$ cat config.mk
export PLATFORM = sky130hd
export DESIGN_NAME = lsd_top
export DESIGN_NICKNAME = d
export VERILOG_FILES = /design/src/rtl/unused_placeholder_none.sv /design/src/rtl/lsd_pkg.sv /design/src/rtl/lsd_fifo.sv /design/src/rtl/lsd_top.sv
export SDC_FILE = /design/constraint.sdc
export NUM_CORES = 1
export LEC_CHECK = 0
export BUFFER_PORTS_ARGS = -buffer_cell sky130_fd_sc_hd__buf_4
export CORE_MARGIN = 2
export CORE_UTILIZATION = 55
export DETAILED_ROUTE_END_ITERATION = 10
export GPL_ROUTABILITY_DRIVEN = 0
export PLACE_DENSITY = 0.78
export SLEW_MARGIN = 20
export SYNTH_ARGS = -nofsm -noshare
export SYNTH_HDL_FRONTEND = slang
export SYNTH_SLANG_ARGS = --single-unit
$ cat constraint.sdc
create_clock -name clk_sys -period 5.1 [get_ports clk_sys]
set_input_delay 0.255 -clock clk_sys [delete_from_list [all_inputs] [get_ports clk_sys]]
set_output_delay 0.255 -clock clk_sys [all_outputs]
set_load 0.05 [all_outputs]
$ cat src/rtl/unused_placeholder_none.sv
`timescale 1ns/1ps
`default_nettype none
`default_nettype wire
$ cat src/rtl/lsd_pkg.sv
package lsd_pkg;

  // ==========================================================================
  // Word and buffer geometry
  // ==========================================================================
  localparam int WORD_W = 8;
  localparam int FIFO_DEPTH = 16;

  // Event entry layout: one entry per serial clock rise or load input change.
  localparam int ENTRY_W = 3;
  localparam int ENTRY_SHIFT = 2;
  localparam int ENTRY_DATA = 1;
  localparam int ENTRY_LOAD = 0;

  // ==========================================================================
  // Reset values and the fixed sink output level
  // ==========================================================================
  localparam logic [7:0] WORD_RST = 8'h00;
  localparam logic SDO_RST = 1'b0;
  localparam logic [7:0] SINK_LEVEL = 8'h00;

  // ==========================================================================
  // Drain pacing states
  // ==========================================================================
  typedef enum logic [1:0] {
    LSD_TAKE = 2'b01,
    LSD_SETTLE = 2'b10
  } lsd_drain_t;

endpackage

$ cat src/rtl/lsd_fifo.sv
`timescale 1ns/1ps
`default_nettype none

module lsd_fifo #(
  parameter int WIDTH = 3,
  parameter int DEPTH = 16
) (
  input wire logic clk_sys,
  input wire logic reset,
  input wire logic in_valid,
  output logic in_ready,
  input wire logic [WIDTH-1:0] in_data,
  output logic out_valid,
  input wire logic out_ready,
  output logic [WIDTH-1:0] out_data
);

  localparam int PW = $clog2(DEPTH);

  logic [WIDTH-1:0] mem_ff [DEPTH];
  logic [PW-1:0] wr_ptr_ff;
  logic [PW-1:0] nxt_wr_ptr;
  logic [PW-1:0] rd_ptr_ff;
  logic [PW-1:0] nxt_rd_ptr;
  logic [PW:0] count_ff;
  logic [PW:0] nxt_count;
  logic push;
  logic pop;

  assign in_ready = (count_ff != DEPTH[PW:0]);
  assign out_valid = (count_ff != '0);
  assign out_data = mem_ff[rd_ptr_ff];
  assign push = in_valid && in_ready;
  assign pop = out_valid && out_ready;

  always_comb begin
    nxt_wr_ptr = push ? wr_ptr_ff + 1'b1 : wr_ptr_ff;
    nxt_rd_ptr = pop ? rd_ptr_ff + 1'b1 : rd_ptr_ff;
    nxt_count = count_ff;
    if (push && !pop) begin
      nxt_count = count_ff + 1'b1;
    end else if (pop && !push) begin
      nxt_count = count_ff - 1'b1;
    end
  end

  always_ff @(posedge clk_sys) begin
    if (reset) begin
      wr_ptr_ff <= '0;
      rd_ptr_ff <= '0;
      count_ff <= '0;
    end else begin
      wr_ptr_ff <= nxt_wr_ptr;
      rd_ptr_ff <= nxt_rd_ptr;
      count_ff <= nxt_count;
    end
  end

  // The storage array holds data only, so it needs no reset.
  always_ff @(posedge clk_sys) begin
    if (push) begin
      mem_ff[wr_ptr_ff] <= in_data;
    end
  end

endmodule

`default_nettype wire

$ cat src/rtl/lsd_top.sv
// Notes on behaviour
// - Each rising serial clock edge samples the data input into stage 0 of an 8-bit shift register.
// - The serial output shows the last shift stage, renewed on each rising serial clock edge.
// - While the load input is high the output latch follows the shift register.
// - The latch captures on the falling load edge and holds while the load input is low.
// - A high output-enable-bar input switches all eight sinks off without touching the latch.
// - A low output-enable-bar input lets each sink follow its latch bit.
// - Shifting and latching work the same whatever the output-enable-bar level.
// - Reset clears the shift register and latch, so all sinks start off.
// - After reset the serial output is low whatever the input levels.
// - Drivers chain serial output to serial input with shared clock and load, eight bits each.
`timescale 1ns/1ps
`default_nettype none

module lsd_top (
  input wire logic clk_sys,
  input wire logic reset,
  input wire logic serial_clk,
  input wire logic serial_din,
  input wire logic latch_load,
  input wire logic out_en_n,
  output logic serial_dout,
  input wire logic [7:0] led_sinks_in,
  output logic [7:0] led_sinks_out,
  output logic [7:0] led_sinks_oe,
  output logic fifo_overrun
);

  // ==========================================================================
  // Input synchronisers
  // ==========================================================================
  logic [3:0] sync1_ff;
  logic [3:0] nxt_sync1;
  logic [3:0] sync2_ff;
  logic [3:0] nxt_sync2;
  logic clk_prev_ff;
  logic nxt_clk_prev;
  logic load_prev_ff;
  logic nxt_load_prev;
  logic clk_s;
  logic din_s;
  logic load_s;
  logic en_n_s;

  always_comb begin
    nxt_sync1 = {serial_clk, serial_din, latch_load, out_en_n};
    nxt_sync2 = sync1_ff;
    nxt_clk_prev = sync2_ff[3];
    nxt_load_prev = sync2_ff[1];
  end

  always_ff @(posedge clk_sys) begin
    if (reset) begin
      sync1_ff <= 4'h0;
      sync2_ff <= 4'h0;
      clk_prev_ff <= 1'b0;
      load_prev_ff <= 1'b0;
    end else begin
      sync1_ff <= nxt_sync1;
      sync2_ff <= nxt_sync2;
      clk_prev_ff <= nxt_clk_prev;
      load_prev_ff <= nxt_load_prev;
    end
  end

  assign clk_s = sync2_ff[3];
  assign din_s = sync2_ff[2];
  assign load_s = sync2_ff[1];
  assign en_n_s = sync2_ff[0];

  // ==========================================================================
  // Event capture into the FIFO
  // ==========================================================================
  // Clock rises and load changes share one queue so their order is kept.
  logic clk_rise;
  logic load_edge;
  logic ev_valid;
  logic ev_ready;
  logic [lsd_pkg::ENTRY_W-1:0] ev_data;
  logic q_valid;
  logic q_ready;
  logic [lsd_pkg::ENTRY_W-1:0] q_data;
  logic overrun_ff;
  logic nxt_overrun;

  assign clk_rise = clk_s && !clk_prev_ff;
  assign load_edge = load_s ^ load_prev_ff;
  assign ev_valid = clk_rise || load_edge;
  assign ev_data = {clk_rise, din_s, load_s};

  lsd_fifo #(
    .WIDTH(lsd_pkg::ENTRY_W),
    .DEPTH(lsd_pkg::FIFO_DEPTH)
  ) u_fifo (
    .clk_sys(clk_sys),
    .reset(reset),
    .in_valid(ev_valid),
    .in_ready(ev_ready),
    .in_data(ev_data),
    .out_valid(q_valid),
    .out_ready(q_ready),
    .out_data(q_data)
  );

  // An event lost to a full queue is remembered until reset.
  always_comb begin
    nxt_overrun = overrun_ff || (ev_valid && !ev_ready);
  end

  always_ff @(posedge clk_sys) begin
    if (reset) begin
      overrun_ff <= 1'b0;
    end else begin
      overrun_ff <= nxt_overrun;
    end
  end

  // ==========================================================================
  // Shift register, load level and output latch
  // ==========================================================================
  lsd_pkg::lsd_drain_t drain_ff;
  lsd_pkg::lsd_drain_t nxt_drain;
  logic [7:0] shreg_ff;
  logic [7:0] nxt_shreg;
  logic [7:0] latch_ff;
  logic [7:0] nxt_latch;
  logic load_lvl_ff;
  logic nxt_load_lvl;
  logic dout_ff;
  logic nxt_dout;
  logic pop;
  logic pop_shift;
  logic pop_load;

  // The drain takes one entry, then settles for a cycle before the next.
  assign q_ready = (drain_ff == lsd_pkg::LSD_TAKE);
  assign pop = q_valid && q_ready;
  assign pop_shift = pop && q_data[lsd_pkg::ENTRY_SHIFT];
  assign pop_load = pop && q_data[lsd_pkg::ENTRY_LOAD];

  always_comb begin
    nxt_drain = drain_ff;
    nxt_shreg = shreg_ff;
    nxt_load_lvl = load_lvl_ff;
    nxt_dout = dout_ff;
    unique case (drain_ff)
      lsd_pkg::LSD_TAKE: begin
        if (pop) begin
          nxt_drain = lsd_pkg::LSD_SETTLE;
          nxt_load_lvl = q_data[lsd_pkg::ENTRY_LOAD];
        end
      end
      lsd_pkg::LSD_SETTLE: begin
        nxt_drain = lsd_pkg::LSD_TAKE;
      end
    endcase
    if (pop_shift) begin
      nxt_shreg = {shreg_ff[6:0], q_data[lsd_pkg::ENTRY_DATA]};
      nxt_dout = shreg_ff[6];
    end
    nxt_latch = nxt_load_lvl ? nxt_shreg : latch_ff;
  end

  always_ff @(posedge clk_sys) begin
    if (reset) begin
      drain_ff <= lsd_pkg::LSD_TAKE;
      shreg_ff <= lsd_pkg::WORD_RST;
      latch_ff <= lsd_pkg::WORD_RST;
      load_lvl_ff <= 1'b0;
      dout_ff <= lsd_pkg::SDO_RST;
    end else begin
      drain_ff <= nxt_drain;
      shreg_ff <= nxt_shreg;
      latch_ff <= nxt_latch;
      load_lvl_ff <= nxt_load_lvl;
      dout_ff <= nxt_dout;
    end
  end

  // ==========================================================================
  // Sink drive
  // ==========================================================================
  logic [7:0] sink_oe_ff;
  logic [7:0] nxt_sink_oe;

  // A sink pulls its cathode low only for a latched one while enabled.
  always_comb begin
    nxt_sink_oe = en_n_s ? 8'h00 : latch_ff;
  end

  always_ff @(posedge clk_sys) begin
    if (reset) begin
      sink_oe_ff <= 8'h00;
    end else begin
      sink_oe_ff <= nxt_sink_oe;
    end
  end

  assign serial_dout = dout_ff;
  assign led_sinks_oe = sink_oe_ff;
  assign led_sinks_out = lsd_pkg::SINK_LEVEL;
  assign fifo_overrun = overrun_ff;
endmodule

`default_nettype wire

# Yosys cells after proc, flatten, opt, wreduce, memory -nomap -nowiden
# Memory sizes are Yosys's and may differ from the RTL's. A register that Yosys moved wholly into a read port is not among the register bits.
# Cells that the tools add are included.
# Widths: inputs -> output; s select.
[word_totals] regBits=52 ramBits=48 in_bits=14 out_inout_bits=18 wordCells=51 n_memories=1
[mem_list] memory="u_fifo.mem_ff" depth=16 width=3 rd=1 rd_ports_with_merged_regs=1 wr=1 line_no="lsd_fifo.sv:20" rtl="logic [WIDTH-1:0] mem_ff [DEPTH];"
[op_classes] addsub=4 eq_ne=4 n_mux=11 n_bitwise=1 n_reduce_logical=16
[ops] cell="$mux 5" n=2
[ops] cell="$add 4x1->4 const B" n=2
[ops] cell="$mux 4" n=2
[ops] cell="$mux 8" n=1
[ops] cell="$logic_and 1x1->1" n=7
[ops] cell="$add 5x1->5 const B" n=1
[ops] cell="$ne 5x5->1 const B" n=1
[ops] cell="$reduce_bool 5->1" n=1
[ops] cell="$sub 5x1->5 const B" n=1
[ops] cell="$logic_not 1->1" n=4
[ops] cell="$mux 1" n=4
[ops] cell="$pmux 2 s2" n=1
[ops] cell="$eq 2x1->1 const B" n=1
[ops] cell="$eq 2x2->1 const B" n=1
[ops] cell="$logic_or 1x1->1" n=2
[ops] cell="$mux 2" n=1
[ops] cell="$ne 2x2->1 const B" n=1
[ops] cell="$reduce_bool 2->1" n=1
[ops] cell="$reduce_or 2->1" n=1
[ops] cell="$xor 1x1->1" n=1

# Depth between registers and ports, before layout
# Gate-level depths: netlist of the first run.
[logic_depth] depth_word=8 mapped_depth=12 depth_no_buf=11

# Hierarchy
# Synthesis of the first run repeated with hierarchy kept, for this count alone.
[hier_totals] cells_unflattened=313 area_unflattened_um2=4184.0
[modules_own_cells] module="lsd_fifo" instances=1 cells_each=188 area_each_um2=2781.4 seq_area_each_um2=1781.7
[modules_own_cells] module="lsd_top" instances=1 cells_each=125 area_each_um2=1402.6 seq_area_each_um2=780.7

# Worst setup path before layout of the first run
# No wires, ideal clock.
[synth_path] path_type="flip-flop to flip-flop" startpoint="register u_fifo.count_ff[0]" endpoint="register u_fifo.count_ff[4]" t_arrival_ns=2.885 slack_ns=2.145 stages_incl_launch_ff=13 path_buffers=1 period_less_slack_ns=2.955 cell_sequence="dfxtp_1 > nor4_1 > a21oi_1 > inv_1 > clkbuf_1 > ha_1 > inv_1 > fa_1 > a21o_1 > a21oi_1 > xnor2_1 > or3_1 > a21oi_1"
[synth_via] elab_chain_len=5
[synth_lines] item="start: declaration" line_no="lsd_fifo.sv:25" rtl="logic [PW:0] count_ff;"
[synth_lines] item="start signal: assignment" line_no="lsd_fifo.sv:55" rtl="count_ff <= nxt_count;"
[synth_lines] item="branches (longest 5 deep; another with $sub 5x1->5)"
# Parallel ways; which one is timed is not known. The select of a mux whose other input is x is not followed.
# A chain may end at the register's enable or synchronous reset.

# Worst setup path after layout of the first run
# Ends and elaborated chain as after synthesis.

==> impl_metrics.json, run 1 <==
{
  "rsz0062_at_grt": "false",
  "ys_seq_area_frac": 0.631,
  "synth.cells.most_frequent": "dfxtp_1 (56), edfxtp_1 (48), nor2_1 (29), a21oi_1 (16), and2_1 (16)",
  "worstSetupEndpointType": "flip-flop",
  "grt_usage": 0.174,
  "overflow": 0,
  "synth-warning-count": 0,
  "tightestPinTransition_ps": 821,
  "place_area_sq_um": 4200,
  "synth_edf_count": 48,
  "wire_per_inst_um": 14.8,
  "rows": 31,
  "arrival_ps": 3730,
  "drc_errors": 0,
  "synth_top_cell_area_share": 0.355,
  "clock_sinks": 104,
  "cts_resized": 0,
  "first_global_vias": 2220,
  "layout.nets": 347,
  "dieArea_sq_um": 8090,
  "drive_above_1_share": 0.137,
  "antenna_found_initial": 0,
  "pin_count": 32,
  "ys_types": 41,
  "hold_viol": 0,
  "cp-start-kind": "flip-flop",
  "fin_crit_ps": 3410,
  "multi_input_area_sq_um": 1350,
  "synthTopCellsByArea": "edfxtp_1 (35%), dfxtp_1 (28%), mux4_2 (3.9%)",
  "max_freq_mhz": 293,
  "die_h_um": 89.9,
  "syn_avg_cell_area_sq_um": 13.1,
  "netlist_instances": 311,
  "async_reset_ff_frac": 0,
  "core_sq_um": 7210,
  "synth-seq-cells": 104,
  "finalPower_mw": 2.11,
  "grt_max_degree": 46,
  "final_cell_area_sq_um": 4420,
  "hold_buffers": 0,
  "finalSetupViolCount": 0,
  "final_cells": 427,
  "holdWs_ps": 83.6,
  "final.setup.worst_slack_ps": 1690,
  "tns_ps": 0,
  "fillers": 570,
  "htreeDepth": 3,
  "hpwl_mm": 4.40,
  "fin_crit_sh": 0.669,
  "dpl_worst_slack_ps": 1690,
  "syn-cell-area_sq_um": 4060,
  "vias": 2270,
  "start_util": 0.563,
  "synth_flop_cell": "dfxtp_1",
  "root_buffer": "clkbuf_8",
  "worstPathRequired_ps": 5410,
  "syn_to_final_growth_pct": 8.72,
  "wirelength_mm": 6.32,
  "die_w_um": 89.9,
  "grt_first_pass_wirelength_mm": 10.9,
  "clock_latency_ps": 370,
  "status": "completed",
  "ir_drop_v": 0.000371,
  "utilization": 0.612,
  "portBuffers": 15,
  "critPathKind": "flip-flop to flip-flop",
  "cap_violations": 0,
  "drt-pass1-iter-count": 4,
  "regArea_sq_um": 2560,
  "critPathMaxFanout": 14,
  "path_clk_slew_ps": 110,
  "cts_tree": "done",
  "place_inst": 411,
  "post-cts-setup-buffers": 0,
  "viasPerCell": 5.32,
  "diodes": 0,
  "clockBufferDepth": 2,
  "skew_ps": 13.7,
  "cts_made_buffers": 9,
  "slew_viol_final": 0,
  "max_slew_margin": 0.452,
  "p_leak_nw": 1.60,
  "final_antenna_net_count": 0,
  "power_density_nw_per_um2": 479,
  "synth_area_leader_cell": "edfxtp_1",
  "min_path_type": "input port to flip-flop",
  "yosysMostFrequentCell": "dfxtp_1",
  "drt_iter0_drc": 191
}
==> cell families after synthesis <==
| kind of cell | after synthesis | synth area share |
|---|---|---|
| flops | 104 | 0.631 |
| simple gates | 89 | 0.112 |
| compound gates | 44 | 0.0690 |
| buf+inv | 34 | 0.0431 |
| mux | 18 | 0.0881 |
| xor+xnor | 11 | 0.0237 |
| fa+ha+maj | 10 | 0.0327 |
| other cells | 1 | 0.000923 |
==> state kept, by name, indices dropped and copies added, names as in the netlist, named ones only <==
name and count:
clk_prev_ff 1, drain_ff 2, fifo_overrun 1, latch_ff 8, led_sinks_oe 8, load_lvl_ff 1
load_prev_ff 1, nxt_sync2 4, serial_dout 1, shreg_ff 8, sync2_ff 4, u_fifo.count_ff 5
u_fifo.mem_ff 48, u_fifo.rd_ptr_ff 4, u_fifo.wr_ptr_ff 4
==> final cells by class <==
type                    count  area share
inverters                  12      0.0102
repair buffers             16      0.0272
clock buffers              10      0.0337
multi-input cells         180       0.306
well taps                  99      0.0281
flip-flops and latches    104       0.580
clock inverters             6      0.0147
==> power breakdown <==
group	leakage, nW	total, mW	internal (mW)	switching (mW)
Combinational	0.592	0.565	0.237	0.328
Sequential	0.901	1.03	0.966	0.0658
Clock	0.109	0.518	0.221	0.297
==> layout by cell type, fill, tap and decap left out, types with 2 or more instances in the layout <==
cell type  count
clkinv_4       2
xnor2_1        6
nand3_1        8
nand2b_1       3
nand2_1        7
o21ai_0       11
clkbuf_8       9
xor2_1         5
a311oi_1       8
nand4_1        2
inv_8          2
nor2b_1       13
mux4_2         7
edfxtp_1      48
buf_4         16
and2_1        16
nor2_1        29
o22ai_1        2
a21oi_1       16
nor3_1         5
inv_1         12
dfxtp_1       56
mux2i_1        2
conb_1         8
mux2_2         3
ha_1           9
mux4_1         5
a21o_1         2
==> routing by layer <==
metal | GRT usage | vias up | part of all wire
met5 | 0 | - | 0
met2 | 0.289 | 47 | 0.51
met3 | 0.0402 | 9 | 0.040
li1 | - | 1126 | -
met1 | 0.226 | 1088 | 0.44
met4 | 0.0615 | 0 | 0.015
==> critical path, cell delays in order, from the launching register on <==
cell and delay, ps:
dfxtp_1 370, nor4_1 670, a21oi_1 160, buf_4 220, inv_1 280, ha_1 250, inv_1 100, fa_1 410
a21o_1 200, a21oi_1 180, xnor2_1 90, or3_1 300, a21oi_1 130
==> worst paths after layout <==
kind,start,endpoint,slack [ps],cells past startpoint
max,u_fifo.count_ff[0]$_SDFFE_PP0P_,u_fifo.count_ff[4]$_SDFFE_PP0P_,1690,12
max reg2reg,u_fifo.count_ff[0]$_SDFFE_PP0P_,u_fifo.count_ff[4]$_SDFFE_PP0P_,1690,12
min reg2reg,nxt_sync2[2]$_SDFF_PP0_,sync2_ff[2]$_SDFF_PP0_,440,1
min,serial_clk,nxt_sync2[3]$_SDFF_PP0_,80,2
No activity file was read; power rests on OpenSTA's default activity.
==> run 2, diff against run 1 <==
- CORE_UTILIZATION: 55 -> 53
- PLACE_DENSITY: 0.78 -> 0.79
- clock period: 5.1 -> 2.9 ns (I/O delays scaled with it)
==> run 2 against run 1 <==
Against the previous run:
- hold slack better by 120 ps
- sequential power grew 77%
- wire length rose by 4.7%
- final area increased by 1.3%
- highest routed layer unchanged
- clock power is 58% higher
- flip-flop and latch count unchanged
==> impl_metrics.json, run 2 (synthesized netlist as in run 1, its figures left out) <==
{
  "status": "completed",
  "syn_to_final_growth_pct": 10.1,
  "grt_first_pass_wirelength_mm": 11.2,
  "start_util": 0.554,
  "portBuffers": 15,
  "drt-pass1-iter-count": 4,
  "arrival_ps": 2990,
  "fillers": 569,
  "hpwl_mm": 4.49,
  "die_h_um": 91.5,
  "vias": 2348,
  "grt_usage": 0.174,
  "regMostFlops": "u_fifo.mem_ff",
  "power_density_nw_per_um2": 823,
  "rr_startpoint": "u_fifo.count_ff[0]$_SDFFE_PP0P_",
  "rows": 31,
  "tightestPinTransition_ps": 632,
  "cap_violations": 0,
  "slew_viol_final": 0,
  "wire_per_inst_um": 15.2,
  "grt_max_degree": 46,
  "final.setup.worst_slack_ps": 205,
  "drt_iter0_drc": 161,
  "clock_latency_ps": 360,
  "diodes": 0,
  "min_path_type": "input port to flip-flop",
  "clock_sinks": 104,
  "hold_viol": 0,
  "fin_crit_ps": 2700,
  "clockBufferDepth": 2,
  "tns_ps": 0,
  "finalSetupViolCount": 0,
  "drc_errors": 0,
  "cp-start-kind": "flip-flop",
  "antenna_found_initial": 0,
  "layout_commonest_cell": "dfxtp_1",
  "layout_common_cells": "dfxtp_1 (56), edfxtp_1 (48), nor2_1 (29)",
  "path_clk_slew_ps": 100,
  "wirelength_mm": 6.61,
  "htreeDepth": 3,
  "worstPathRequired_ps": 3200,
  "startpoint": "u_fifo.count_ff[0]$_SDFFE_PP0P_",
  "dpl_worst_slack_ps": 143,
  "first_global_vias": 2357,
  "p_leak_nw": 1.63,
  "die_w_um": 91.5,
  "dieArea_sq_um": 8380,
  "overflow": 0,
  "pin_count": 32,
  "worstHoldStart": "reset",
  "final_antenna_net_count": 0,
  "cts_tree": "done",
  "viasPerCell": 5.39,
  "cts_made_buffers": 9,
  "max_freq_mhz": 371,
  "critPathMaxFanout": 4,
  "root_buffer": "clkbuf_8",
  "critPathKind": "flip-flop to flip-flop",
  "layout.nets": 356,
  "max_slew_margin": 0.576,
  "skew_ps": 12.1,
  "rsz0062_at_grt": "false",
  "drive_above_1_share": 0.148,
  "worstSetupEndpointType": "flip-flop",
  "core_sq_um": 7330,
  "ir_drop_v": 0.000640,
  "fin_crit_sh": 0.929,
  "largest_reg_flops": 48
}
## run 2: cell type report
cell class | instances | area, sq um | share of cell area
clock buffers | 10 | 128 | 0.0285
flip-flops and latches | 104 | 2560 | 0.573
repair buffers | 25 | 198 | 0.0442
well taps | 99 | 124 | 0.0277
inverters | 12 | 45.0 | 0.0101
clock inverters | 6 | 50.0 | 0.0112
multi-input cells | 180 | 1370 | 0.305
## run 2: worst paths after layout
| kind | endpoint | slack, ps | cells past startpoint |
|---|---|---|---|
| min | u_fifo.count_ff[3]$_SDFFE_PP0P_ | 210 | 2 |
| min reg2reg | sync2_ff[0]$_SDFF_PP0_ | 450 | 1 |
| max | u_fifo.count_ff[4]$_SDFFE_PP0P_ | 200 | 11 |
| max reg2reg | u_fifo.count_ff[4]$_SDFFE_PP0P_ | 200 | 11 |
## run 2: metal layers
layer / vias to the layer above / wire length, um / GRT usage
met3: 8 / 187 / 0.0299
met4: 0 / 114 / 0.0884
met1: 1158 / 3010 / 0.211
met5: - / 0 / 0
li1: 1140 / - / -
met2: 42 / 3300 / 0.297
## run 2: report_power, final
group | internal, mW | switching, mW
sequential | 1.70 | 0.126
combinational | 0.452 | 0.585
clock | 0.326 | 0.495
total | 2.48 | 1.21
## run 2: timing repair
action | in CTS | in global routing
buffers inserted | 0 | 0
hold endpoints to repair | 4 | 0
hold buffers | 4 | 0
endpoints found under the setup margin | 0 | 1
gates resized for setup | 0 | 1
## run 2: per-stage QoR
step	utilization	area, sq um	total power, mW	hold WS (ps)	std cells
2_1_floorplan	-	4090	2.67	273	318
3_3_place_gp	0.579	4250	2.84	355	416
3_5_place_dp	0.579	4250	2.88	362	416
4_1_cts	0.609	4460	3.69	195	436
5_1_grt	0.610	4470	3.89	230	436
6_report	0.610	4470	3.68	207	436
## run 2: worst max-delay path, stage by stage (launching register included)
cell     delay (ps)
dfxtp_1         390
nor4_4          380
a21oi_1         140
inv_1            90
ha_1            190
inv_1           110
fa_1            420
a21o_1          200
a21oi_1         160
xnor2_1          90
or3_1           310
a21oi_1         150
